### config.mk
export PLATFORM = sky130hd
export DESIGN_NAME = output_contact_config
export DESIGN_NICKNAME = d
export VERILOG_FILES = /design/src/verilog/contact_pkg.sv /design/src/verilog/pin_sync.sv /design/src/verilog/min_pulse.sv /design/src/verilog/output_contact_config.sv
export SDC_FILE = /design/constraint.sdc
export NUM_CORES = 1
export LEC_CHECK = 0
export BUFFER_PORTS_ARGS = -buffer_cell sky130_fd_sc_hd__clkbuf_2
export CAP_MARGIN = 25
export CORE_ASPECT_RATIO = 0.6
export CORE_MARGIN = 4
export CORE_UTILIZATION = 50
export DETAILED_ROUTE_END_ITERATION = 6
export GPL_TIMING_DRIVEN = 1
export PLACE_DENSITY = 0.78
export SYNTH_ARGS = -nofsm -noshare
export SYNTH_HDL_FRONTEND = slang
export SYNTH_SLANG_ARGS = --single-unit
### constraint.sdc
create_clock -name ref_clk -period 5.5 [get_ports ref_clk]
set_clock_uncertainty 0.2 [all_clocks]
set_input_delay 0.825 -clock ref_clk [delete_from_list [all_inputs] [get_ports ref_clk]]
set_output_delay 0.825 -clock ref_clk [all_outputs]
set_load 0.05 [all_outputs]
### src/verilog/contact_pkg.sv
/*
  shared constants and carriers for the output contact configuration logic:
  register offsets, reset values, switch field layout, pulse and delay times.
  assumes a 40 MHz reference clock; all times are in milliseconds.
*/
package contact_pkg;

  // clock rate and derived cycles per millisecond
  localparam int unsigned CLK_HZ     = 40_000_000;
  localparam int unsigned CYC_PER_MS = CLK_HZ / 1000;

  // register addresses on the plain register port
  localparam int unsigned ADDR_W        = 4;
  localparam logic [3:0]  OFF_SWITCHES  = 4'h0;
  localparam logic [3:0]  OFF_CHECKSUM  = 4'h1;
  localparam logic [3:0]  OFF_EXPECT    = 4'h2;
  localparam logic [3:0]  OFF_OUTPUTS   = 4'h3;
  localparam logic [3:0]  OFF_IRQ_STAT  = 4'h4;
  localparam logic [3:0]  OFF_IRQ_CLR   = 4'h5;
  localparam logic [3:0]  OFF_IRQ_EN    = 4'h6;
  localparam logic [3:0]  OFF_UNLATCH   = 4'h7;

  // values after reset
  localparam logic [7:0]  SWITCHES_RST  = 8'h00;
  localparam logic [7:0]  EXPECT_RST    = 8'h00;
  localparam logic [7:0]  IRQ_EN_RST    = 8'h00;

  // interrupt status bit positions
  localparam int unsigned IRQ_HEAVY0    = 0;
  localparam int unsigned IRQ_CBF       = 3;
  localparam int unsigned IRQ_TCS       = 4;
  localparam int unsigned IRQ_UNLATCH   = 5;
  localparam int unsigned IRQ_CSUM      = 6;

  // minimum pulse lengths and breaker failure operate time, in ms
  localparam int unsigned SIG_LONG_MS   = 80;
  localparam int unsigned SIG_SHORT_MS  = 40;
  localparam int unsigned HEAVY_LONG_MS = 80;
  localparam int unsigned HEAVY_SHORT_MS = 40;
  localparam int unsigned CBF_TIME_MS   = 100;

  // counter width; covers the longest operate time at 40 MHz
  localparam int unsigned CNT_W         = 32;

  // pin synchroniser reset level
  localparam logic        SYNC_RST      = 1'b0;

  // switch word, switch 8 in the msb, switch 1 in the lsb
  typedef struct packed {
    logic       tcs_to_sig_two;
    logic       restart_not_routed;
    logic       cbf_enable;
    logic       heavy_short_pulse;
    logic       sig_short_pulse;
    logic [2:0] heavy_latch;
  } switches_type;

  // live output contact image as read back by software
  typedef struct packed {
    logic [1:0] signal_out;
    logic [2:0] heavy_latched;
    logic [2:0] heavy_out;
  } contact_state_type;

endpackage : contact_pkg

### src/verilog/pin_sync.sv
/*
  three stage synchroniser for pin inputs with agreement filter.
  assumes the input is asynchronous to ref_clk; a change is accepted once
  the second and third stages agree.
*/
`timescale 1ns/10ps
module pin_sync
  import contact_pkg::*;
(
  // clock and reset
  input  wire logic ref_clk,
  input  wire logic rst_n,
  // pin and filtered level
  input  wire logic pin_async,
  output logic      level
);

  logic stage1_reg, stage2_reg, stage3_reg, level_reg;
  logic stage1_next, stage2_next, stage3_next, level_next;

  // shift chain; only stage two reads stage one
  always_comb begin
    stage1_next = pin_async;
    stage2_next = stage1_reg;
    stage3_next = stage2_reg;
    level_next  = (stage2_reg == stage3_reg) ? stage3_reg : level_reg;
  end

  // registers
  always_ff @(posedge ref_clk) begin
    if (!rst_n) begin
      stage1_reg <= SYNC_RST;
      stage2_reg <= SYNC_RST;
      stage3_reg <= SYNC_RST;
      level_reg  <= SYNC_RST;
    end else begin
      stage1_reg <= stage1_next;
      stage2_reg <= stage2_next;
      stage3_reg <= stage3_next;
      level_reg  <= level_next;
    end
  end

  assign level = level_reg;

endmodule : pin_sync

### src/verilog/min_pulse.sv
/*
  minimum pulse stretcher: a rising request loads the length, and the
  stretch stays active until the count runs out.
  assumes request and length come from logic on ref_clk.
*/
`timescale 1ns/10ps
module min_pulse
  import contact_pkg::*;
(
  // clock and reset
  input  wire logic             ref_clk,
  input  wire logic             rst_n,
  // request and selected length in cycles
  input  wire logic             request,
  input  wire logic [CNT_W-1:0] length,
  // stretched level
  output logic                  active
);

  logic             req_reg, req_next;
  logic [CNT_W-1:0] cnt_reg, cnt_next;

  // reload on rising request, else count down to zero
  always_comb begin
    req_next = request;
    if (request && !req_reg) begin
      cnt_next = length;
    end else if (cnt_reg != '0) begin
      cnt_next = cnt_reg - 1'b1;
    end else begin
      cnt_next = cnt_reg;
    end
  end

  // registers
  always_ff @(posedge ref_clk) begin
    if (!rst_n) begin
      req_reg <= 1'b0;
      cnt_reg <= '0;
    end else begin
      req_reg <= req_next;
      cnt_reg <= cnt_next;
    end
  end

  assign active = request || (cnt_reg != '0);

endmodule : min_pulse

### src/verilog/output_contact_config.sv
/*
  output contact configuration: latching, minimum pulses, breaker failure
  re-trip, restart inhibit and supervision warning routing, all steered by
  the switch word, plus a small register port and one interrupt line.
  assumes trip requests come from protection logic on ref_clk, and the
  digital unlatch input and the supervision warning come from pins.
  limits: an unlatch clears the latch only, so a running minimum pulse
  still finishes; an unlatch never clears a contact whose trip is live.
  the contact image leaves out breaker-failure operate, which shows in
  interrupt status instead. the breaker-failure time is a parameter.
  routing group five lives outside this block.

*/
// The address map and strobed register access were decided locally.
`timescale 1ns/10ps
module output_contact_config
  import contact_pkg::*;
#(
  parameter int unsigned SIG_LONG_CYC    = SIG_LONG_MS * CYC_PER_MS,
  parameter int unsigned SIG_SHORT_CYC   = SIG_SHORT_MS * CYC_PER_MS,
  parameter int unsigned HEAVY_LONG_CYC  = HEAVY_LONG_MS * CYC_PER_MS,
  parameter int unsigned HEAVY_SHORT_CYC = HEAVY_SHORT_MS * CYC_PER_MS,
  parameter int unsigned CBF_TIME_CYC    = CBF_TIME_MS * CYC_PER_MS
)
(
  // clock and reset
  input  wire logic              ref_clk,
  input  wire logic              rst_n,
  // register port
  input  wire logic [ADDR_W-1:0] reg_addr,
  input  wire logic [7:0]        reg_wdata,
  input  wire logic              reg_write,
  input  wire logic              reg_read,
  output logic      [7:0]        reg_rdata,
  // protection requests, same clock
  input  wire logic [2:0]        heavy_trip_req,
  input  wire logic [1:0]        signal_req,
  input  wire logic              restart_inhibit,
  input  wire logic              panel_unlatch,
  input  wire logic              bus_unlatch,
  // pins from outside the clock domain
  input  wire logic              unlatch_pin,
  input  wire logic              tcs_warning_pin,
  // contacts and interrupt
  output logic                   heavy_output_one,
  output logic                   heavy_output_two,
  output logic                   heavy_output_three,
  output logic                   signal_output_one,
  output logic                   signal_output_two,
  output logic                   csum_mismatch,
  output logic                   irq
);

  switches_type      sw_reg, sw_next;
  logic [7:0]        expect_reg, expect_next;
  logic [7:0]        irq_stat_reg, irq_stat_next;
  logic [7:0]        irq_en_reg, irq_en_next;
  logic [7:0]        rdata_reg, rdata_next;
  logic              irq_reg, irq_next;
  logic              mism_reg, mism_next;
  logic [2:0]        latch_reg, latch_next;
  logic [CNT_W-1:0]  cbf_cnt_reg, cbf_cnt_next;
  logic              cbf_fire_reg, cbf_fire_next;
  logic [2:0]        heavy_reg, heavy_next;
  logic [1:0]        sig_reg, sig_next;
  logic              tcs_prev_reg, tcs_prev_next;
  contact_state_type state_now;
  logic [7:0]        checksum;
  logic              unlatch_sync, tcs_sync, unlatch_any;
  logic              bus_sel_wr_unlatch;
  logic [2:0]        heavy_src, heavy_stretch;
  logic [1:0]        sig_src, sig_stretch;
  logic [CNT_W-1:0]  heavy_len, sig_len;

  // pin synchronisers
  pin_sync u_unlatch_sync (
    .ref_clk   (ref_clk),
    .rst_n     (rst_n),
    .pin_async (unlatch_pin),
    .level     (unlatch_sync)
  );

  pin_sync u_tcs_sync (
    .ref_clk   (ref_clk),
    .rst_n     (rst_n),
    .pin_async (tcs_warning_pin),
    .level     (tcs_sync)
  );

  // weighted checksum, switch n weighs two to the n minus one
  always_comb begin
    checksum = 8'h00;
    for (int n = 0; n < 8; n++) begin
      if (sw_reg[n]) begin
        checksum = checksum + 8'(1 << n);
      end
    end
  end

  // unlatch from any of the four sources
  assign bus_sel_wr_unlatch = reg_write && (reg_addr == OFF_UNLATCH);
  assign unlatch_any = panel_unlatch || unlatch_sync || bus_unlatch
                       || bus_sel_wr_unlatch;

  // pulse lengths chosen by the switch word
  assign sig_len   = sw_reg.sig_short_pulse ? CNT_W'(SIG_SHORT_CYC)
                                             : CNT_W'(SIG_LONG_CYC);
  assign heavy_len = sw_reg.heavy_short_pulse ? CNT_W'(HEAVY_SHORT_CYC)
                                               : CNT_W'(HEAVY_LONG_CYC);

  // sources feeding each contact
  always_comb begin
    heavy_src[0] = heavy_trip_req[0];
    heavy_src[1] = heavy_trip_req[1] || cbf_fire_reg;
    heavy_src[2] = heavy_trip_req[2]
                   || (restart_inhibit && !sw_reg.restart_not_routed);
    sig_src[0]   = signal_req[0];
    sig_src[1]   = signal_req[1]
                   || (tcs_sync && sw_reg.tcs_to_sig_two);
  end

  // minimum pulse per contact
  genvar gi;
  generate
    for (gi = 0; gi < 3; gi++) begin : g_heavy
      min_pulse u_heavy_pulse (
        .ref_clk (ref_clk),
        .rst_n   (rst_n),
        .request (heavy_src[gi]),
        .length  (heavy_len),
        .active  (heavy_stretch[gi])
      );
    end
    for (gi = 0; gi < 2; gi++) begin : g_sig
      min_pulse u_sig_pulse (
        .ref_clk (ref_clk),
        .rst_n   (rst_n),
        .request (sig_src[gi]),
        .length  (sig_len),
        .active  (sig_stretch[gi])
      );
    end
  endgenerate

  // latching of heavy trips; a live trip wins over an unlatch
  always_comb begin
    for (int i = 0; i < 3; i++) begin
      if (heavy_src[i] && sw_reg.heavy_latch[i]) begin
        latch_next[i] = 1'b1;
      end else if (unlatch_any) begin
        latch_next[i] = 1'b0;
      end else if (!sw_reg.heavy_latch[i]) begin
        latch_next[i] = 1'b0;
      end else begin
        latch_next[i] = latch_reg[i];
      end
    end
  end

  // breaker failure timer runs while trip one persists
  always_comb begin
    cbf_cnt_next  = '0;
    cbf_fire_next = 1'b0;
    if (sw_reg.cbf_enable && heavy_trip_req[0]) begin
      if (cbf_cnt_reg >= CNT_W'(CBF_TIME_CYC - 1)) begin
        cbf_cnt_next  = cbf_cnt_reg;
        cbf_fire_next = 1'b1;
      end else begin
        cbf_cnt_next  = cbf_cnt_reg + 1'b1;
      end
    end
  end

  // contact drive: trip, stretch, or held latch
  always_comb begin
    for (int i = 0; i < 3; i++) begin
      heavy_next[i] = heavy_stretch[i] || latch_next[i];
    end
    sig_next      = sig_stretch;
  end

  // previous warning level for the rise detector
  always_comb begin
    tcs_prev_next = tcs_sync;
  end

  // register port writes and read answer
  always_comb begin
    sw_next     = sw_reg;
    expect_next = expect_reg;
    irq_en_next = irq_en_reg;
    rdata_next  = 8'h00;
    if (reg_write) begin
      unique case (reg_addr)
        OFF_SWITCHES: sw_next     = switches_type'(reg_wdata);
        OFF_EXPECT:   expect_next = reg_wdata;
        OFF_IRQ_EN:   irq_en_next = reg_wdata;
        OFF_CHECKSUM, OFF_OUTPUTS, OFF_IRQ_STAT: ; // read only
        default:      ;
      endcase
    end
    if (reg_read) begin
      unique case (reg_addr)
        OFF_SWITCHES: rdata_next = sw_reg;
        OFF_CHECKSUM: rdata_next = checksum;
        OFF_EXPECT:   rdata_next = expect_reg;
        OFF_OUTPUTS:  rdata_next = state_now;
        OFF_IRQ_STAT: rdata_next = irq_stat_reg;
        OFF_IRQ_EN:   rdata_next = irq_en_reg;
        OFF_IRQ_CLR, OFF_UNLATCH: rdata_next = 8'h00; // write only
        default:      rdata_next = 8'h00;
      endcase
    end
  end

  // readable contact image
  always_comb begin
    state_now.signal_out    = sig_reg;
    state_now.heavy_latched = latch_reg;
    state_now.heavy_out     = heavy_reg;
  end

  // checksum compare against the expected value
  always_comb begin
    mism_next = (checksum != expect_reg);
  end

  // sticky events; a set in the same cycle beats a clear
  always_comb begin
    logic [7:0] ev;
    ev = 8'h00;
    for (int i = 0; i < 3; i++) begin
      ev[IRQ_HEAVY0 + i] = heavy_next[i] && !heavy_reg[i];
    end
    ev[IRQ_CBF]     = cbf_fire_next && !cbf_fire_reg;
    ev[IRQ_TCS]     = tcs_sync && !tcs_prev_reg;
    ev[IRQ_UNLATCH] = unlatch_any && (latch_reg != 3'b000);
    ev[IRQ_CSUM]    = mism_next && !mism_reg;
    irq_stat_next = irq_stat_reg;
    if (reg_write && (reg_addr == OFF_IRQ_CLR)) begin
      irq_stat_next = irq_stat_reg & ~reg_wdata;
    end
    irq_stat_next = irq_stat_next | ev;
    irq_next      = |(irq_stat_next & irq_en_next);
  end

  // registers
  always_ff @(posedge ref_clk) begin
    if (!rst_n) begin
      sw_reg       <= switches_type'(SWITCHES_RST);
      expect_reg   <= EXPECT_RST;
      irq_en_reg   <= IRQ_EN_RST;
      irq_stat_reg <= 8'h00;
      rdata_reg    <= 8'h00;
      irq_reg      <= 1'b0;
      mism_reg     <= 1'b0;
      latch_reg    <= 3'b000;
      cbf_cnt_reg  <= '0;
      cbf_fire_reg <= 1'b0;
      heavy_reg    <= 3'b000;
      sig_reg      <= 2'b00;
      tcs_prev_reg <= 1'b0;
    end else begin
      sw_reg       <= sw_next;
      expect_reg   <= expect_next;
      irq_en_reg   <= irq_en_next;
      irq_stat_reg <= irq_stat_next;
      rdata_reg    <= rdata_next;
      irq_reg      <= irq_next;
      mism_reg     <= mism_next;
      latch_reg    <= latch_next;
      cbf_cnt_reg  <= cbf_cnt_next;
      cbf_fire_reg <= cbf_fire_next;
      heavy_reg    <= heavy_next;
      sig_reg      <= sig_next;
      tcs_prev_reg <= tcs_prev_next;
    end
  end

  // outputs straight from flops
  assign reg_rdata          = rdata_reg;
  assign heavy_output_one   = heavy_reg[0];
  assign heavy_output_two   = heavy_reg[1];
  assign heavy_output_three = heavy_reg[2];
  assign signal_output_one  = sig_reg[0];
  assign signal_output_two  = sig_reg[1];
  assign csum_mismatch      = mism_reg;
  assign irq                = irq_reg;

endmodule : output_contact_config

Word level (Yosys, flattened, before mapping)
Cells that the tools add are included.
{"block": "totals", "regBits": 257, "elab_cells": 162}
{"block": "op_classes", "n_reduce_logical": 63, "eq_ne": 10, "bitwise": 4, "n_mux": 35, "n_addsub": 13, "magnitude_cmp": 1}
{"operator": "$mux W32", "n": 10}
{"operator": "$reduce_bool A32 Y1", "n": 5}
{"operator": "$sub A32 B1 Y32 const B", "n": 5}
{"operator": "$mux W8", "n": 10}
{"operator": "$pmux W8 S6", "n": 1}
{"operator": "$mux W22", "n": 2}
{"operator": "$add A32 B1 Y32 const B", "n": 1}
{"operator": "$ge A32 B22 Y1 const B", "n": 1}
{"operator": "$logic_and A1 B1 Y1", "n": 20}
{"operator": "$and A8 B8 Y8", "n": 2}
{"operator": "$eq A4 B3 Y1 const B", "n": 4}
{"operator": "$logic_or A1 B1 Y1", "n": 14}
{"operator": "$logic_not A1 Y1", "n": 12}
{"operator": "$mux W1", "n": 12}
{"operator": "$reduce_bool A2 Y1", "n": 5}
{"operator": "$add A8 B2 Y8 const B", "n": 1}
{"operator": "$add A8 B3 Y8 const B", "n": 1}
{"operator": "$add A8 B4 Y8 const B", "n": 1}
{"operator": "$add A8 B5 Y8 const B", "n": 1}
{"operator": "$add A8 B6 Y8 const B", "n": 1}
{"operator": "$add A8 B7 Y8 const B", "n": 1}
{"operator": "$add A8 B8 Y8 const B", "n": 1}
{"operator": "$eq A4 B2 Y1 const B", "n": 2}
{"operator": "$ne A8 B8 Y1", "n": 1}
{"operator": "other kinds (8)", "n": 12}

Depth between registers and ports, before layout
Gate-level depths: netlist of run 1.
{"block": "depth", "word_depth": 20, "ltp_mapped": 10}

Modules after synthesis
From an unflattened synthesis of run 1, not the netlist that was laid out.
{"block": "unflattened", "cells_unflattened": 1519, "area_unflattened_um2": 13489.2}
{"module": "min_pulse", "seq_area_each_um2": 660.6, "n_inst": 5, "cells_each": 220, "area_per_inst_um2": 1920.6}
{"module": "output_contact_config", "seq_area_each_um2": 1681.6, "n_inst": 1, "cells_each": 399, "area_per_inst_um2": 3653.5}
{"module": "pin_sync", "seq_area_each_um2": 80.1, "n_inst": 2, "cells_each": 10, "area_per_inst_um2": 116.4}

Worst setup path after synthesis of run 1
Ideal clock, no wire load.
{"block": "synth_path", "kind": "input -> register", "startpoint": "input port reg_addr[3]", "endpoint": "register irq_reg (netlist: irq)", "path_stages": 8, "required_ps": 5175, "path_slack_ps": 2347, "n_path_buf": 2, "t_arrival_ps": 2828, "setup_ps": 125, "cell_sequence": "and3b_1 -> clkbuf_1 -> and2_1 -> clkbuf_1 -> mux2i_1 -> o221ai_1 -> or4_1 -> o41a_1"}
{"block": "synth_via", "elab_chain_cells": 10, "word_cells_on_any_way": 25, "cone_classes": "eq/ne: 3; mux: 9; bitwise: 2; reduce/logical: 11"}
{"element": "start: declaration", "line": "output_contact_config.sv:30", "source": "input wire logic [ADDR_W-1:0] reg_addr,"}
{"element": "$eq A4 B3 Y1", "line": "output_contact_config.sv:101", "source": "assign bus_sel_wr_unlatch = reg_write && (reg_addr == OFF_UNLATCH);"}
{"element": "$logic_and A1 B1 Y1", "line": "output_contact_config.sv:101"}
{"element": "$logic_or A1 B1 Y1", "line": "output_contact_config.sv:103", "source": "|| bus_sel_wr_unlatch;"}
{"element": "$mux W1", "line": "output_contact_config.sv:150", "source": "end else if (unlatch_any) begin"}
{"element": "$mux W1", "line": "output_contact_config.sv:148", "source": "if (heavy_src[i] && sw_reg.heavy_latch[i]) begin"}
{"element": "$logic_or A1 B1 Y1", "line": "output_contact_config.sv:177", "source": "heavy_next[i] = heavy_stretch[i] || latch_next[i];"}
{"element": "$logic_and A1 B1 Y1", "line": "output_contact_config.sv:233", "source": "ev[IRQ_HEAVY0 + i] = heavy_next[i] && !heavy_reg[i];"}
{"element": "$or A8 B7 Y8", "line": "output_contact_config.sv:243", "source": "irq_stat_next = irq_stat_next | ev;"}
{"element": "$and A8 B8 Y8 *", "line": "output_contact_config.sv:244", "source": "irq_next = |(irq_stat_next & irq_en_next);"}
{"element": "$reduce_or A8 Y1 *", "line": "output_contact_config.sv:244"}
{"element": "end signal: assignment", "line": "output_contact_config.sv:269", "source": "irq_reg <= irq_next;"}
{"element": "end: declaration", "line": "output_contact_config.sv:59", "source": "logic irq_reg, irq_next;"}
Mark *: on every way between the ends. The rest lies on a longest branch, timed or not.
A chain may end at the register's enable or synchronous reset.

Worst setup path after layout of run 1
{"block": "layout_path", "startpoint": "register g_sig[0].u_sig_pulse.cnt_reg[0]", "endpoint": "register g_sig[0].u_sig_pulse.cnt_reg[17]"}
{"block": "layout_via", "elab_chain_cells": 3, "word_cells_on_any_way": 5, "cone_classes": "add/sub: 1; mux: 2; reduce/logical: 2"}
{"element": "start: declaration", "line": "min_pulse.sv:21", "source": "logic [CNT_W-1:0] cnt_reg, cnt_next;"}
{"element": "start signal: assignment", "line": "min_pulse.sv:42", "source": "cnt_reg <= cnt_next;"}
{"element": "$sub A32 B1 Y32", "line": "min_pulse.sv:29", "source": "cnt_next = cnt_reg - 1'b1;"}
{"element": "$mux W32", "line": "min_pulse.sv:28", "source": "end else if (cnt_reg != '0) begin"}
{"element": "$mux W32", "line": "min_pulse.sv:26", "source": "if (request && !req_reg) begin"}
Several ways; a longest one is shown, not always the timed one. The select of a mux whose other input is x is not followed.

==> results_tabular.tex, run 1 <==
\begin{tabular}{lr}
\hline
Metric & Value \\
\hline
\multicolumn{2}{l}{\textbf{Run status}} \\
Status & finished clean \\
\multicolumn{2}{l}{\textbf{Global routing}} \\
Via count of the first global-routing pass & 9239 \\
Total global routing track utilization & 20.8\% \\
Maximum number of pins on one net before global-route repair & approximately 50 \\
First-pass GRT wire length & 46800 um \\
Total overflow reported by the global router & 0 \\
Initial antenna violation count & 2 \\
\multicolumn{2}{l}{\textbf{Drt}} \\
Overall routed net length & $\sim$28000 um \\
First-pass detailed-route iteration total & 6 \\
Starting DRT DRC Count & about 1000 \\
Number of vias per cell after detailed routing & roughly 5.8 \\
Routed wire length per instance & 16.2 um \\
Number of DRC violations after detailed routing & 0 \\
DR vias & roughly 10000 \\
Antenna-violating nets left & 0 \\
\multicolumn{2}{l}{\textbf{STA}} \\
Final hold vios & 0 \\
RSZ-0062 raised after global routing & no \\
Transition at the pin with the smallest max-transition slack & between 900 and 1000 ps \\
Final critical-path required period & approximately 3300 ps \\
Final Cycle Share & between 50 and 60\% \\
Number of endpoints failing setup at the final stage & 0 \\
Slew headroom & 37.9\% \\
Fmax achieved & a little over 300 MHz \\
Final TNS setup & 0 ps \\
Number of max-slew violations in the final report & 0 \\
Smallest setup slack after layout & 2230 ps \\
\multicolumn{2}{l}{\textbf{Floorplanning}} \\
Number of rows in the core area & 43 \\
Placeable Area & around 23000 um\^{}2 \\
Top Ports & 41 \\
Initial standard-cell utilization of the core & between 50 and 60\% \\
Die Outline Area & between 20000 and 30000 um\^{}2 \\
Vertical extent of the die & between 100 and 150 um \\
Die width & 207 um \\
\multicolumn{2}{l}{\textbf{Power}} \\
Logic gate share of total power & 22.5\% \\
Highest ir drop seen on vdd & between 0.0002 and 0.00025 V \\
Power Internal & roughly 3400 uW \\
Net load switching power & about 1500 uW \\
Portion of total power attributed to the clock network & 33.3\% \\
Relative contribution of sequential cells to total power & about 44\% \\
Post-layout total power & 4910 uW \\
Standby leakage power & approximately 0.0048 uW \\
Power per standard cell area & around 380 nW/um\^{}2 \\
Switching power share of the total & between 30\% and 40\% \\
\multicolumn{2}{l}{\textbf{Synthesis}} \\
Flip-flop and latch count after synthesis & between 200 and 300 \\
Ranking of synthesized cells by instance count & dfxtp\_1, nor2\_1, a21oi\_1 \\
Per-instance average area after synthesis & roughly 8.6 um\^{}2 \\
Synthesized-area fraction occupied by adder cells & less than 1\% \\
Dominant combinational cell family by area after synthesis & simple AND/OR/NAND/NOR gates \\
Gate count after technology mapping & 1386 \\
Synth area leader & dfxtp\_1 \\
Number of distinct library cell variants in the gate-level netlist after synthesis & 76 \\
Number of enable-type register cells in the synthesized netlist & 0 \\
Seq/Total Area, Yosys & about 43\% \\
Most used standard cell by instance count after synthesis & dfxtp\_1 \\
Yosys warning total & 0 \\
Share of the synthesized area in the top cell type & a little over two fifths \\
Async SR Flop Fraction & 0\% \\
Area share of and/or/nand/nor cells after synthesis & approximately 28\% \\
Synth Area in XOR/XNOR & 10.6\% \\
Nets in the synthesized netlist & between 1000 and 1500 \\
Compound-cell area share of the yosys netlist & $\sim$12\% \\
Flip-flop cell with the highest count after synthesis & dfxtp\_1 \\
Netlist area before placement & 11900 um\^{}2 \\
Cells taking the most area after synthesis & dfxtp\_1, nor2\_1, xor2\_1 \\
Multiplexer fraction of the synthesized cell area & 1.35\% \\
\multicolumn{2}{l}{\textbf{Setup path}} \\
Maximum fanout count along the critical path & 14 \\
Critical Path End Type & flip-flop \\
Startpoint of the most critical register-to-register path & g\_sig[0].u\_sig\_pulse.cnt\_reg[0] \\
Crit path launch type & flip-flop \\
First element of the critical path & g\_sig[0].u\_sig\_pulse.cnt\_reg[0] \\
Crit path DAT & roughly 3500 ps \\
Critical register-to-register path endpoint & g\_sig[0].u\_sig\_pulse.cnt\_reg[17] \\
Worst reg-to-reg setup slack & 2230 ps \\
End point of the critical path & g\_sig[0].u\_sig\_pulse.cnt\_reg[17] \\
Worst r2r path cells & 8 \\
Worst Path Required & roughly 5700 ps \\
Classification of the worst setup path & flip-flop to flip-flop \\
\multicolumn{2}{l}{\textbf{Placement}} \\
Weighted congestion at the end of routability-driven global placement & approximately 0.9 \\
Half-perimeter wire length after detailed placement & between 15000 and 20000 um \\
Count of buffers inserted at the top-level ports & 40 \\
Placed cell areas & 12200 um\^{}2 \\
Pre-CTS setup slack & between 1500 and 2000 ps \\
\multicolumn{2}{l}{\textbf{Cells and area}} \\
Post-synthesis to final-layout area growth & 9.63\% \\
Final-stage net count & around 1400 \\
Final standard cell utilization of the core & between 50\% and 60\% \\
Largest register FFs & 96 \\
Layout cells sized above 1 & roughly 8.2\% \\
Summed area of non-filler cells in the final layout & $\sim$13000 um\^{}2 \\
\multicolumn{2}{l}{\textbf{CTS}} \\
Deepest level of the CTS H-tree & 1 \\
Clock root buffer & clkbuf\_16 \\
Clock latency at the later pin of the worst-skew pair & 530 ps \\
Setup repair bufs after CTS & 0 \\
Number of sinks on the clock net & 257 \\
Max Root-Sink Buffers & 3 \\
Cells resized by post-CTS repair & 0 \\
Hold-fix buffers, CTS & 0 \\
Inserted Clock Buffers & 24 \\
CTS tree & built \\
Clock-pin slew reported for the worst setup and hold paths after clock tree synthesis & roughly 70 ps \\
\multicolumn{2}{l}{\textbf{Job}} \\
Max cap viols & 0 \\
\multicolumn{2}{l}{\textbf{Hold path}} \\
Hold WC Path Type & flip-flop to flip-flop \\
\hline
\end{tabular}
==> logic make-up (layout without fill, tap and decap cells) <==
logic type      after synthesis  count (layout)
compound gates              231             231
xor+xnor                    144             144
fa+ha+maj                     9               9
buf+inv                      85             113
flops                       257             257
mux                          16              16
other cells                   0               2
simple gates                644             644
==> placed cells by master (no fill, tap or decap), types with 7 or more instances in the layout <==
cell       netlist  layout
dfxtp_1        257     257
nor2_1         208     208
a21oi_1         94      94
nand2_1         86      86
xor2_1          78      78
xnor2_1         66      66
nand3_1         61      61
nor3_1          53      53
clkbuf_2         0      40
nor4_1          34      34
or4_1           34      34
o21ai_0         31      31
or3_1           30      30
nand4_1         26      26
and2_1          25      25
clkbuf_16        0      25
inv_1           23      23
mux2i_1         16      16
a31oi_1         15      15
nand4b_1        11      11
o31ai_1         10      10
nand2b_1         9       9
nand3b_1         9       9
ha_1             9       9
a211oi_1         8       8
and3_1           8       8
a22oi_1          8       8
o21a_1           8       8
o211ai_1         7       7
clkbuf_8         2       7
==> through the flow <==
step	std cells	hold slack, ps
3_5_place_dp	1686	235
3_3_place_gp	1686	215
2_1_floorplan	1386	212
5_1_grt	1731	253
4_1_cts	1729	246
6_report	1731	243
==> layer usage <==
metal | global-route usage, % | wire length, um
met1 | 30.8 | 13900
met2 | 31.6 | 12000
met3 | 3.51 | 1610
met4 | 5.59 | 539
met5 | 0 | 0
==> worst min path at each step <==
stage	from	to	slack (ps)	cells past startpoint
2_1_floorplan	u_tcs_sync.stage1_reg	u_tcs_sync.stage2_reg	210	1
3_3_place_gp	u_unlatch_sync.stage1_reg	u_unlatch_sync.stage2_reg	220	1
3_5_place_dp	u_unlatch_sync.stage1_reg	u_unlatch_sync.stage2_reg	230	1
4_1_cts	u_tcs_sync.stage1_reg	u_tcs_sync.stage2_reg	250	1
5_1_grt	u_tcs_sync.stage1_reg	u_tcs_sync.stage2_reg	250	1
6_report	u_unlatch_sync.stage1_reg	u_unlatch_sync.stage2_reg	240	1
==> worst max-delay path, stage by stage (launching register included) <==
cell	delay (ps)
dfxtp_1	350
inv_1	70
ha_1	170
or4b_1	530
nor4_1	520
nand4_1	630
and4b_1	470
xnor2_1	130
nor2_1	50
==> final cells by class <==
| class | instances | area (um^2) |
|---|---|---|
| fill | 2136 | 10200 |
| inverter | 24 | 90.1 |
| sequential | 257 | 5140 |
| tap | 315 | 394 |
| multi-input combinational | 1044 | 6370 |
| timing repair buffer | 46 | 245 |
| clock inverter | 5 | 27.5 |
| clock buffer | 38 | 744 |
| antenna | 2 | 5.00 |
==> power by group through the flow <==
stage | clock (uW) | sequential, uW | combinational (uW)
floorplan | 0 | 2180 | 887
global placement | 0 | 2200 | 1050
detailed placement | 0 | 2200 | 1090
CTS | 1670 | 2160 | 1090
global route | 1760 | 2190 | 1230
finish | 1640 | 2170 | 1100
No activity file was read; power rests on OpenSTA's default activity.
==> run 2, diff against run 1 <==
PLACE_DENSITY = 0.81   (was 0.78)
clock period = 2.84 ns   (was 5.5 ns; I/O delays follow)
==> results_tabular.tex, run 2 (same netlist as run 1, synthesis figures left out) <==
\begin{tabular}{lr}
\hline
Metric & Value \\
\hline
\multicolumn{2}{l}{\textbf{Drt}} \\
First-pass detailed-route iteration total & 7 (was 6) \\
Number of vias per cell after detailed routing & 5.74 (was 5.77) \\
Antenna-violating nets left & 0 (unchanged) \\
Routed wire length per instance & 16.0 um (was 16.2 um) \\
Number of DRC violations after detailed routing & 22 (was 0) \\
Starting DRT DRC Count & 998 (was 995) \\
Overall routed net length & 28800 um (was 28100 um) \\
DR vias & 10300 (was 9984) \\
\multicolumn{2}{l}{\textbf{CTS}} \\
Clock-pin slew reported for the worst setup and hold paths after clock tree synthesis & 70 ps (about the same) \\
Number of sinks on the clock net & 257 (unchanged) \\
Clock root buffer & clkbuf\_16 (unchanged) \\
Deepest level of the CTS H-tree & 1 (unchanged) \\
Max Root-Sink Buffers & 3 (unchanged) \\
Clock latency at the later pin of the worst-skew pair & 540 ps (was 530 ps) \\
Inserted Clock Buffers & 24 (unchanged) \\
CTS tree & built (unchanged) \\
\multicolumn{2}{l}{\textbf{Setup path}} \\
List of cells traversed by the critical path & inv\_1, ha\_1, or4b\_1, or4\_1, a31oi\_1, nor2b\_1, xnor2\_1, nor2\_1 (was inv\_1, ha\_1, or4b\_1, nor4\_1, nand4\_1, and4b\_1, xnor2\_1, nor2\_1) \\
Crit path DAT & 2970 ps (was 3470 ps) \\
Critical-path cell with the highest stage delay & or4\_1 (was nand4\_1) \\
Critical Path End Type & flip-flop (unchanged) \\
Worst Path Required & 3050 ps (was 5700 ps) \\
Maximum fanout count along the critical path & 5 (was 14) \\
Classification of the worst setup path & flip-flop to flip-flop (unchanged) \\
Crit path launch type & flip-flop (unchanged) \\
Slowest cell delay on critical path & 560 ps (was 630 ps) \\
Crit path buf inv count & 1 (unchanged) \\
Kind of cell adding the most delay to the critical path & simple AND/OR/NAND/NOR gates (unchanged) \\
\multicolumn{2}{l}{\textbf{Floorplanning}} \\
Placeable Area & 23200 um\^{}2 (unchanged) \\
Die width & 207 um (unchanged) \\
Vertical extent of the die & 127 um (unchanged) \\
Number of rows in the core area & 43 (unchanged) \\
Top Ports & 41 (unchanged) \\
Initial standard-cell utilization of the core & 51.1\% (unchanged) \\
Die Outline Area & 26400 um\^{}2 (unchanged) \\
\multicolumn{2}{l}{\textbf{Placement}} \\
Placed cell areas & 12600 um\^{}2 (was 12200 um\^{}2) \\
Pre-CTS setup slack & 23.4 ps (was 1880 ps) \\
Half-perimeter wire length after detailed placement & 19900 um (was 19700 um) \\
Dpl cells & 1734 (was 1686) \\
Weighted congestion at the end of routability-driven global placement & 0.919 (was 0.918) \\
Count of buffers inserted at the top-level ports & 40 (unchanged) \\
\multicolumn{2}{l}{\textbf{Cells and area}} \\
Leading cell type in the layout, fill and taps excluded & dfxtp\_1 (unchanged) \\
Most frequent cells in the layout & dfxtp\_1, nor2\_1, a21oi\_1 (unchanged) \\
Fillers & 2015 (was 2136) \\
Area taken by flip-flops and latches & 5140 um\^{}2 (unchanged) \\
Post-synthesis to final-layout area growth & 15.2\% (was 9.63\%) \\
Area of combinational cells with multiple inputs & 6430 um\^{}2 (was 6370 um\^{}2) \\
Largest register FFs & 96 (unchanged) \\
Final standard cell count with taps included and fillers excluded & 1798 (was 1731) \\
Summed area of non-filler cells in the final layout & 13700 um\^{}2 (was 13000 um\^{}2) \\
Final-stage net count & 1499 (was 1432) \\
Layout cells sized above 1 & 12.2\% (was 8.20\%) \\
\multicolumn{2}{l}{\textbf{Global routing}} \\
Initial antenna violation count & 1 (was 2) \\
Maximum number of pins on one net before global-route repair & 49 (was 51) \\
Via count of the first global-routing pass & 9545 (was 9239) \\
First-pass GRT wire length & 47300 um (was 46800 um) \\
Total overflow reported by the global router & 0 (unchanged) \\
Total global routing track utilization & 20.9\% (was 20.8\%) \\
\multicolumn{2}{l}{\textbf{STA}} \\
Transition at the pin with the smallest max-transition slack & 772 ps (was 930 ps) \\
Slew headroom & 48.3\% (was 37.9\%) \\
Final hold vios & 0 (unchanged) \\
Smallest setup slack after layout & 77.2 ps (was 2230 ps) \\
Number of endpoints failing setup at the final stage & 0 (unchanged) \\
Final TNS setup & 0 ps (unchanged) \\
RSZ-0062 raised after global routing & yes (was no) \\
Final Cycle Share & 97.3\% (was 59.4\%) \\
Number of max-slew violations in the final report & 0 (unchanged) \\
Final critical-path required period & 2760 ps (was 3270 ps) \\
Fmax achieved & 362 MHz (was 306 MHz) \\
\multicolumn{2}{l}{\textbf{Power}} \\
Portion of total power attributed to the clock network & 34.3\% (was 33.3\%) \\
Power Internal & 6810 uW (was 3380 uW) \\
Logic gate share of total power & 23.4\% (was 22.5\%) \\
Net load switching power & 3110 uW (was 1530 uW) \\
Switching power share of the total & 31.3\% (was 31.1\%) \\
Post-layout total power & 9920 uW (was 4910 uW) \\
Standby leakage power & 0.00515 uW (was 0.00481 uW) \\
Highest ir drop seen on vdd & 0.000454 V (was 0.000225 V) \\
Power per standard cell area & 725 nW/um\^{}2 (was 377 nW/um\^{}2) \\
Relative contribution of sequential cells to total power & 42.3\% (was 44.2\%) \\
\multicolumn{2}{l}{\textbf{Job}} \\
Max cap viols & 0 (unchanged) \\
\multicolumn{2}{l}{\textbf{Run status}} \\
Violated checks & design-rule violations \\
Status & finished, violations left (was finished clean) \\
\multicolumn{2}{l}{\textbf{Hold path}} \\
Hold WC Path Type & input port to flip-flop (was flip-flop to flip-flop) \\
\hline
\end{tabular}
==> run 2: cell count changes in the layout (fill, tap and decap cells not counted), sizes merged, moves of 2 or more <==
| cell | change |
|---|---|
| buf | +53 |
| bufinv | +3 |
| clkbuf | -10 |
| clkinvlp | +5 |
| dlygate4sd3 | +14 |
| inv | +2 |
==> run 2: cell type report <==
| cell class | count | area share (%) |
|---|---|---|
| Multi-Input combinational cell | 1044 | 47.0 |
| Tap cell | 315 | 2.88 |
| Clock buffer | 28 | 4.73 |
| Antenna cell | 1 | 0.0183 |
| Sequential cell | 257 | 37.6 |
| Clock inverter | 16 | 1.33 |
| Timing Repair Buffer | 113 | 5.82 |
| Inverter | 24 | 0.658 |
==> run 2: repair_timing <==
action                                  CTS  global route
hold endpoints to repair                 23             0
endpoints found under the setup margin    1            31
buffers inserted                          0             5
hold buffers                             14             0
gates resized for setup                   1             9
pin swaps                                 0             3
gates cloned                              0             0
==> run 2: power by group through the flow <==
stage	clock [uW]	sequential [uW]	combinational, uW
floorplan	0	4210	1720
global placement	0	4250	2170
detailed placement	0	4260	2230
CTS	3460	4180	2270
global route	3600	4230	2580
finish	3410	4190	2320
==> run 2: routing by layer <==
layer | vias up | global-route usage, % | routed length, um | share of wire, %
met3 | 50 | 4.05 | 1930 | 6.7
met2 | 348 | 32.4 | 12700 | 44
met5 | - | 0 | 0 | 0
met4 | 0 | 4.66 | 506 | 1.8
met1 | 4830 | 30.4 | 13700 | 48
li1 | 5098 | - | - | -
==> run 2: worst paths after layout <==
kind,start,to,slack [ps],cells past startpoint
setup reg to reg,g_sig[0].u_sig_pulse.cnt_reg[0],g_sig[0].u_sig_pulse.cnt_reg[18],80,8
hold / removal,restart_inhibit,g_heavy[2].u_heavy_pulse.req_reg,30,3
setup / recovery,g_sig[0].u_sig_pulse.cnt_reg[0],g_sig[0].u_sig_pulse.cnt_reg[18],80,8
hold reg to reg,u_unlatch_sync.stage1_reg,u_unlatch_sync.stage2_reg,240,1
==> run 2: stage by stage <==
step / hold slack (ps) / util, %
after floorplan: 212 / -
after global placement: 215 / 54.3
after detailed placement: 222 / 54.3
after CTS: 10.9 / 58.5
after global routing: 19.1 / 58.9
final: 33.3 / 58.9
==> run 2: worst register-to-register path: cells and delay by family, from the launching register on <==
kind	cells	cell delay [ps]
AO/OA/AOI/OAI	1	400
XOR/XNOR	1	140
adder cells (fa/ha/maj)	1	170
buffers and inverters	1	50
flip-flops	1	310
AND/OR/NAND/NOR	4	1360
==> run 3, diff against run 2 <==
HOLD_SLACK_MARGIN = 0.1   (was default)
==> results_tabular.tex, run 3 (same netlist as run 1, synthesis figures left out) <==
\begin{tabular}{lr}
\hline
Metric & Value \\
\hline
\multicolumn{2}{l}{\textbf{STA}} \\
Final Cycle Share & 96.5\% (was 97.3\%) \\
Number of max-slew violations in the final report & 0 (unchanged) \\
Number of endpoints failing setup at the final stage & 0 (unchanged) \\
Slew headroom & 48.8\% (was 48.3\%) \\
Smallest setup slack after layout & 98.1 ps (was 77.2 ps) \\
Transition at the pin with the smallest max-transition slack & 765 ps (was 772 ps) \\
Final critical-path required period & 2740 ps (was 2760 ps) \\
Fmax achieved & 365 MHz (was 362 MHz) \\
Worst hold slack after final layout & 144 ps (was 33.3 ps) \\
RSZ-0062 raised after global routing & yes (unchanged) \\
Final hold vios & 0 (unchanged) \\
\multicolumn{2}{l}{\textbf{CTS}} \\
Clock root buffer & clkbuf\_16 (unchanged) \\
Inserted Clock Buffers & 24 (unchanged) \\
Max Root-Sink Buffers & 3 (unchanged) \\
CTS tree & built (unchanged) \\
Clock-pin slew reported for the worst setup and hold paths after clock tree synthesis & 70 ps (about the same) \\
Deepest level of the CTS H-tree & 1 (unchanged) \\
Clock latency at the later pin of the worst-skew pair & 540 ps (about the same) \\
Number of sinks on the clock net & 257 (unchanged) \\
\multicolumn{2}{l}{\textbf{Setup path}} \\
Maximum fanout count along the critical path & 5 (unchanged) \\
List of cells traversed by the critical path & inv\_1, ha\_1, or4b\_1, or4\_1, a31oi\_1, nor2b\_1, xnor2\_1, nor2\_1 (unchanged) \\
End point of the critical path & g\_sig[0].u\_sig\_pulse.cnt\_reg[18] (unchanged) \\
Worst Path Required & 3050 ps (about the same) \\
Slowest cell delay on critical path & 560 ps (about the same) \\
Crit path DAT & 2950 ps (was 2970 ps) \\
Classification of the worst setup path & flip-flop to flip-flop (unchanged) \\
Critical Path End Type & flip-flop (unchanged) \\
Startpoint of the most critical register-to-register path & g\_sig[0].u\_sig\_pulse.cnt\_reg[0] (unchanged) \\
Worst r2r path cells & 8 (unchanged) \\
First element of the critical path & g\_sig[0].u\_sig\_pulse.cnt\_reg[0] (unchanged) \\
Crit path launch type & flip-flop (unchanged) \\
Worst reg-to-reg setup slack & 100 ps (was 80 ps) \\
Critical-path cell with the highest stage delay & or4\_1 (unchanged) \\
Critical register-to-register path endpoint & g\_sig[0].u\_sig\_pulse.cnt\_reg[18] (unchanged) \\
\multicolumn{2}{l}{\textbf{Drt}} \\
Antenna-violating nets left & 0 (unchanged) \\
Number of DRC violations after detailed routing & 0 (was 22) \\
Routed wire length per instance & 16.0 um (about the same) \\
Number of vias per cell after detailed routing & 5.74 (about the same) \\
First-pass detailed-route iteration total & 7 (unchanged) \\
Starting DRT DRC Count & 1059 (was 998) \\
Overall routed net length & 28800 um (about the same) \\
DR vias & 10300 (about the same) \\
\multicolumn{2}{l}{\textbf{Cells and area}} \\
Largest register FFs & 96 (unchanged) \\
Leading cell type in the layout, fill and taps excluded & dfxtp\_1 (unchanged) \\
Final-stage net count & 1501 (was 1499) \\
Post-synthesis to final-layout area growth & 15.3\% (was 15.2\%) \\
Most frequent cells in the layout & dfxtp\_1, nor2\_1, a21oi\_1 (unchanged) \\
Layout cells sized above 1 & 12.2\% (about the same) \\
Fillers & 2013 (was 2015) \\
\multicolumn{2}{l}{\textbf{Power}} \\
Post-layout total power & 9920 uW (about the same) \\
Standby leakage power & 0.00516 uW (was 0.00515 uW) \\
Highest ir drop seen on vdd & 0.000454 V (about the same) \\
Power per standard cell area & 724 nW/um\^{}2 (was 725 nW/um\^{}2) \\
\multicolumn{2}{l}{\textbf{Floorplanning}} \\
Number of rows in the core area & 43 (unchanged) \\
Die Outline Area & 26400 um\^{}2 (unchanged) \\
Die width & 207 um (unchanged) \\
Initial standard-cell utilization of the core & 51.1\% (unchanged) \\
Placeable Area & 23200 um\^{}2 (unchanged) \\
Top Ports & 41 (unchanged) \\
Vertical extent of the die & 127 um (unchanged) \\
\multicolumn{2}{l}{\textbf{Job}} \\
Max cap viols & 0 (unchanged) \\
\multicolumn{2}{l}{\textbf{Placement}} \\
Half-perimeter wire length after detailed placement & 19900 um (unchanged) \\
Count of buffers inserted at the top-level ports & 40 (unchanged) \\
Pre-CTS setup slack & 23.4 ps (unchanged) \\
Weighted congestion at the end of routability-driven global placement & 0.919 (unchanged) \\
\multicolumn{2}{l}{\textbf{Global routing}} \\
Total overflow reported by the global router & 0 (unchanged) \\
Global routing usage on met3 & 4.05\% (unchanged) \\
Maximum number of pins on one net before global-route repair & 49 (unchanged) \\
First-pass GRT wire length & 47400 um (was 47300 um) \\
Via count of the first global-routing pass & 9559 (was 9545) \\
Total global routing track utilization & 20.9\% (about the same) \\
Met2 routing resource usage after global routing & 32.5\% (was 32.4\%) \\
Initial antenna violation count & 1 (unchanged) \\
Grt met1 use & 30.4\% (about the same) \\
Busiest metal layer after global routing & met2 (unchanged) \\
\multicolumn{2}{l}{\textbf{Run status}} \\
Status & finished clean (was finished, violations left) \\
\multicolumn{2}{l}{\textbf{Hold path}} \\
Hold WC Path Type & input port to flip-flop (unchanged) \\
\hline
\end{tabular}
-- run 3: cell types whose count changed in the layout (fill, tap and decap cells not counted) --
| cell | before | now |
|---|---|---|
| dlygate4sd3_1 | 14 | 16 |
-- run 3: power breakdown --
part	switching (uW)	internal (uW)
registers	302	3890
logic	1330	994
clock network	1480	1930
total	3110	6810
-- run 3: cell type report --
cell class              instances  area [um^2]  area share, %
diodes                          1         2.50         0.0183
clock buffers                  28          647           4.72
clock inverters                16          181           1.32
inverters                      24         90.1          0.657
multi-input cells            1044         6430           46.9
flip-flops and latches        257         5140           37.5
well taps                     315          394           2.88
repair buffers                115          816           5.95
-- run 3: metrics by stage --
stage	setup TNS [ps]	utilization, %	instances	instance area (um^2)
CTS	0	58.6	1794	13600
finish	0	59.0	1800	13700
floorplan	0	-	1386	11900
detailed placement	0	54.3	1734	12600
global placement	0	54.3	1734	12600
global route	-308	59.0	1800	13700
-- run 3: layer usage --
metal,wire length (um),up-vias
li1,-,5103
met1,13600,4859
met2,12700,316
met3,1970,49
met4,546,0
met5,0,-
-- run 3: what timing repair did --
action	CTS	global route
hold buffers	16	0
resized for setup	1	9
setup buffers	0	5
pin swaps	0	3
setup endpoints to repair	1	31
hold endpoints to repair	36	0
-- run 3: how the worst min path moves through the flow --
stage / from / end / cells past startpoint
final: reg_write / expect_reg[4] / 4
after floorplan: u_tcs_sync.stage1_reg / u_tcs_sync.stage2_reg / 1
after detailed placement: u_unlatch_sync.stage1_reg / u_unlatch_sync.stage2_reg / 1
after global placement: u_unlatch_sync.stage1_reg / u_unlatch_sync.stage2_reg / 1
after CTS: reg_write / expect_reg[6] / 4
after global routing: reg_write / expect_reg[0] / 4
-- run 3: critical path: cells and delay by family (launching register included) --
| family | cells | cell delay, ps |
|---|---|---|
| AO/OA/AOI/OAI | 1 | 380 |
| XOR/XNOR | 1 | 140 |
| adder cells (fa/ha/maj) | 1 | 170 |
| buffers and inverters | 1 | 50 |
| flip-flops | 1 | 310 |
| AND/OR/NAND/NOR | 4 | 1360 |
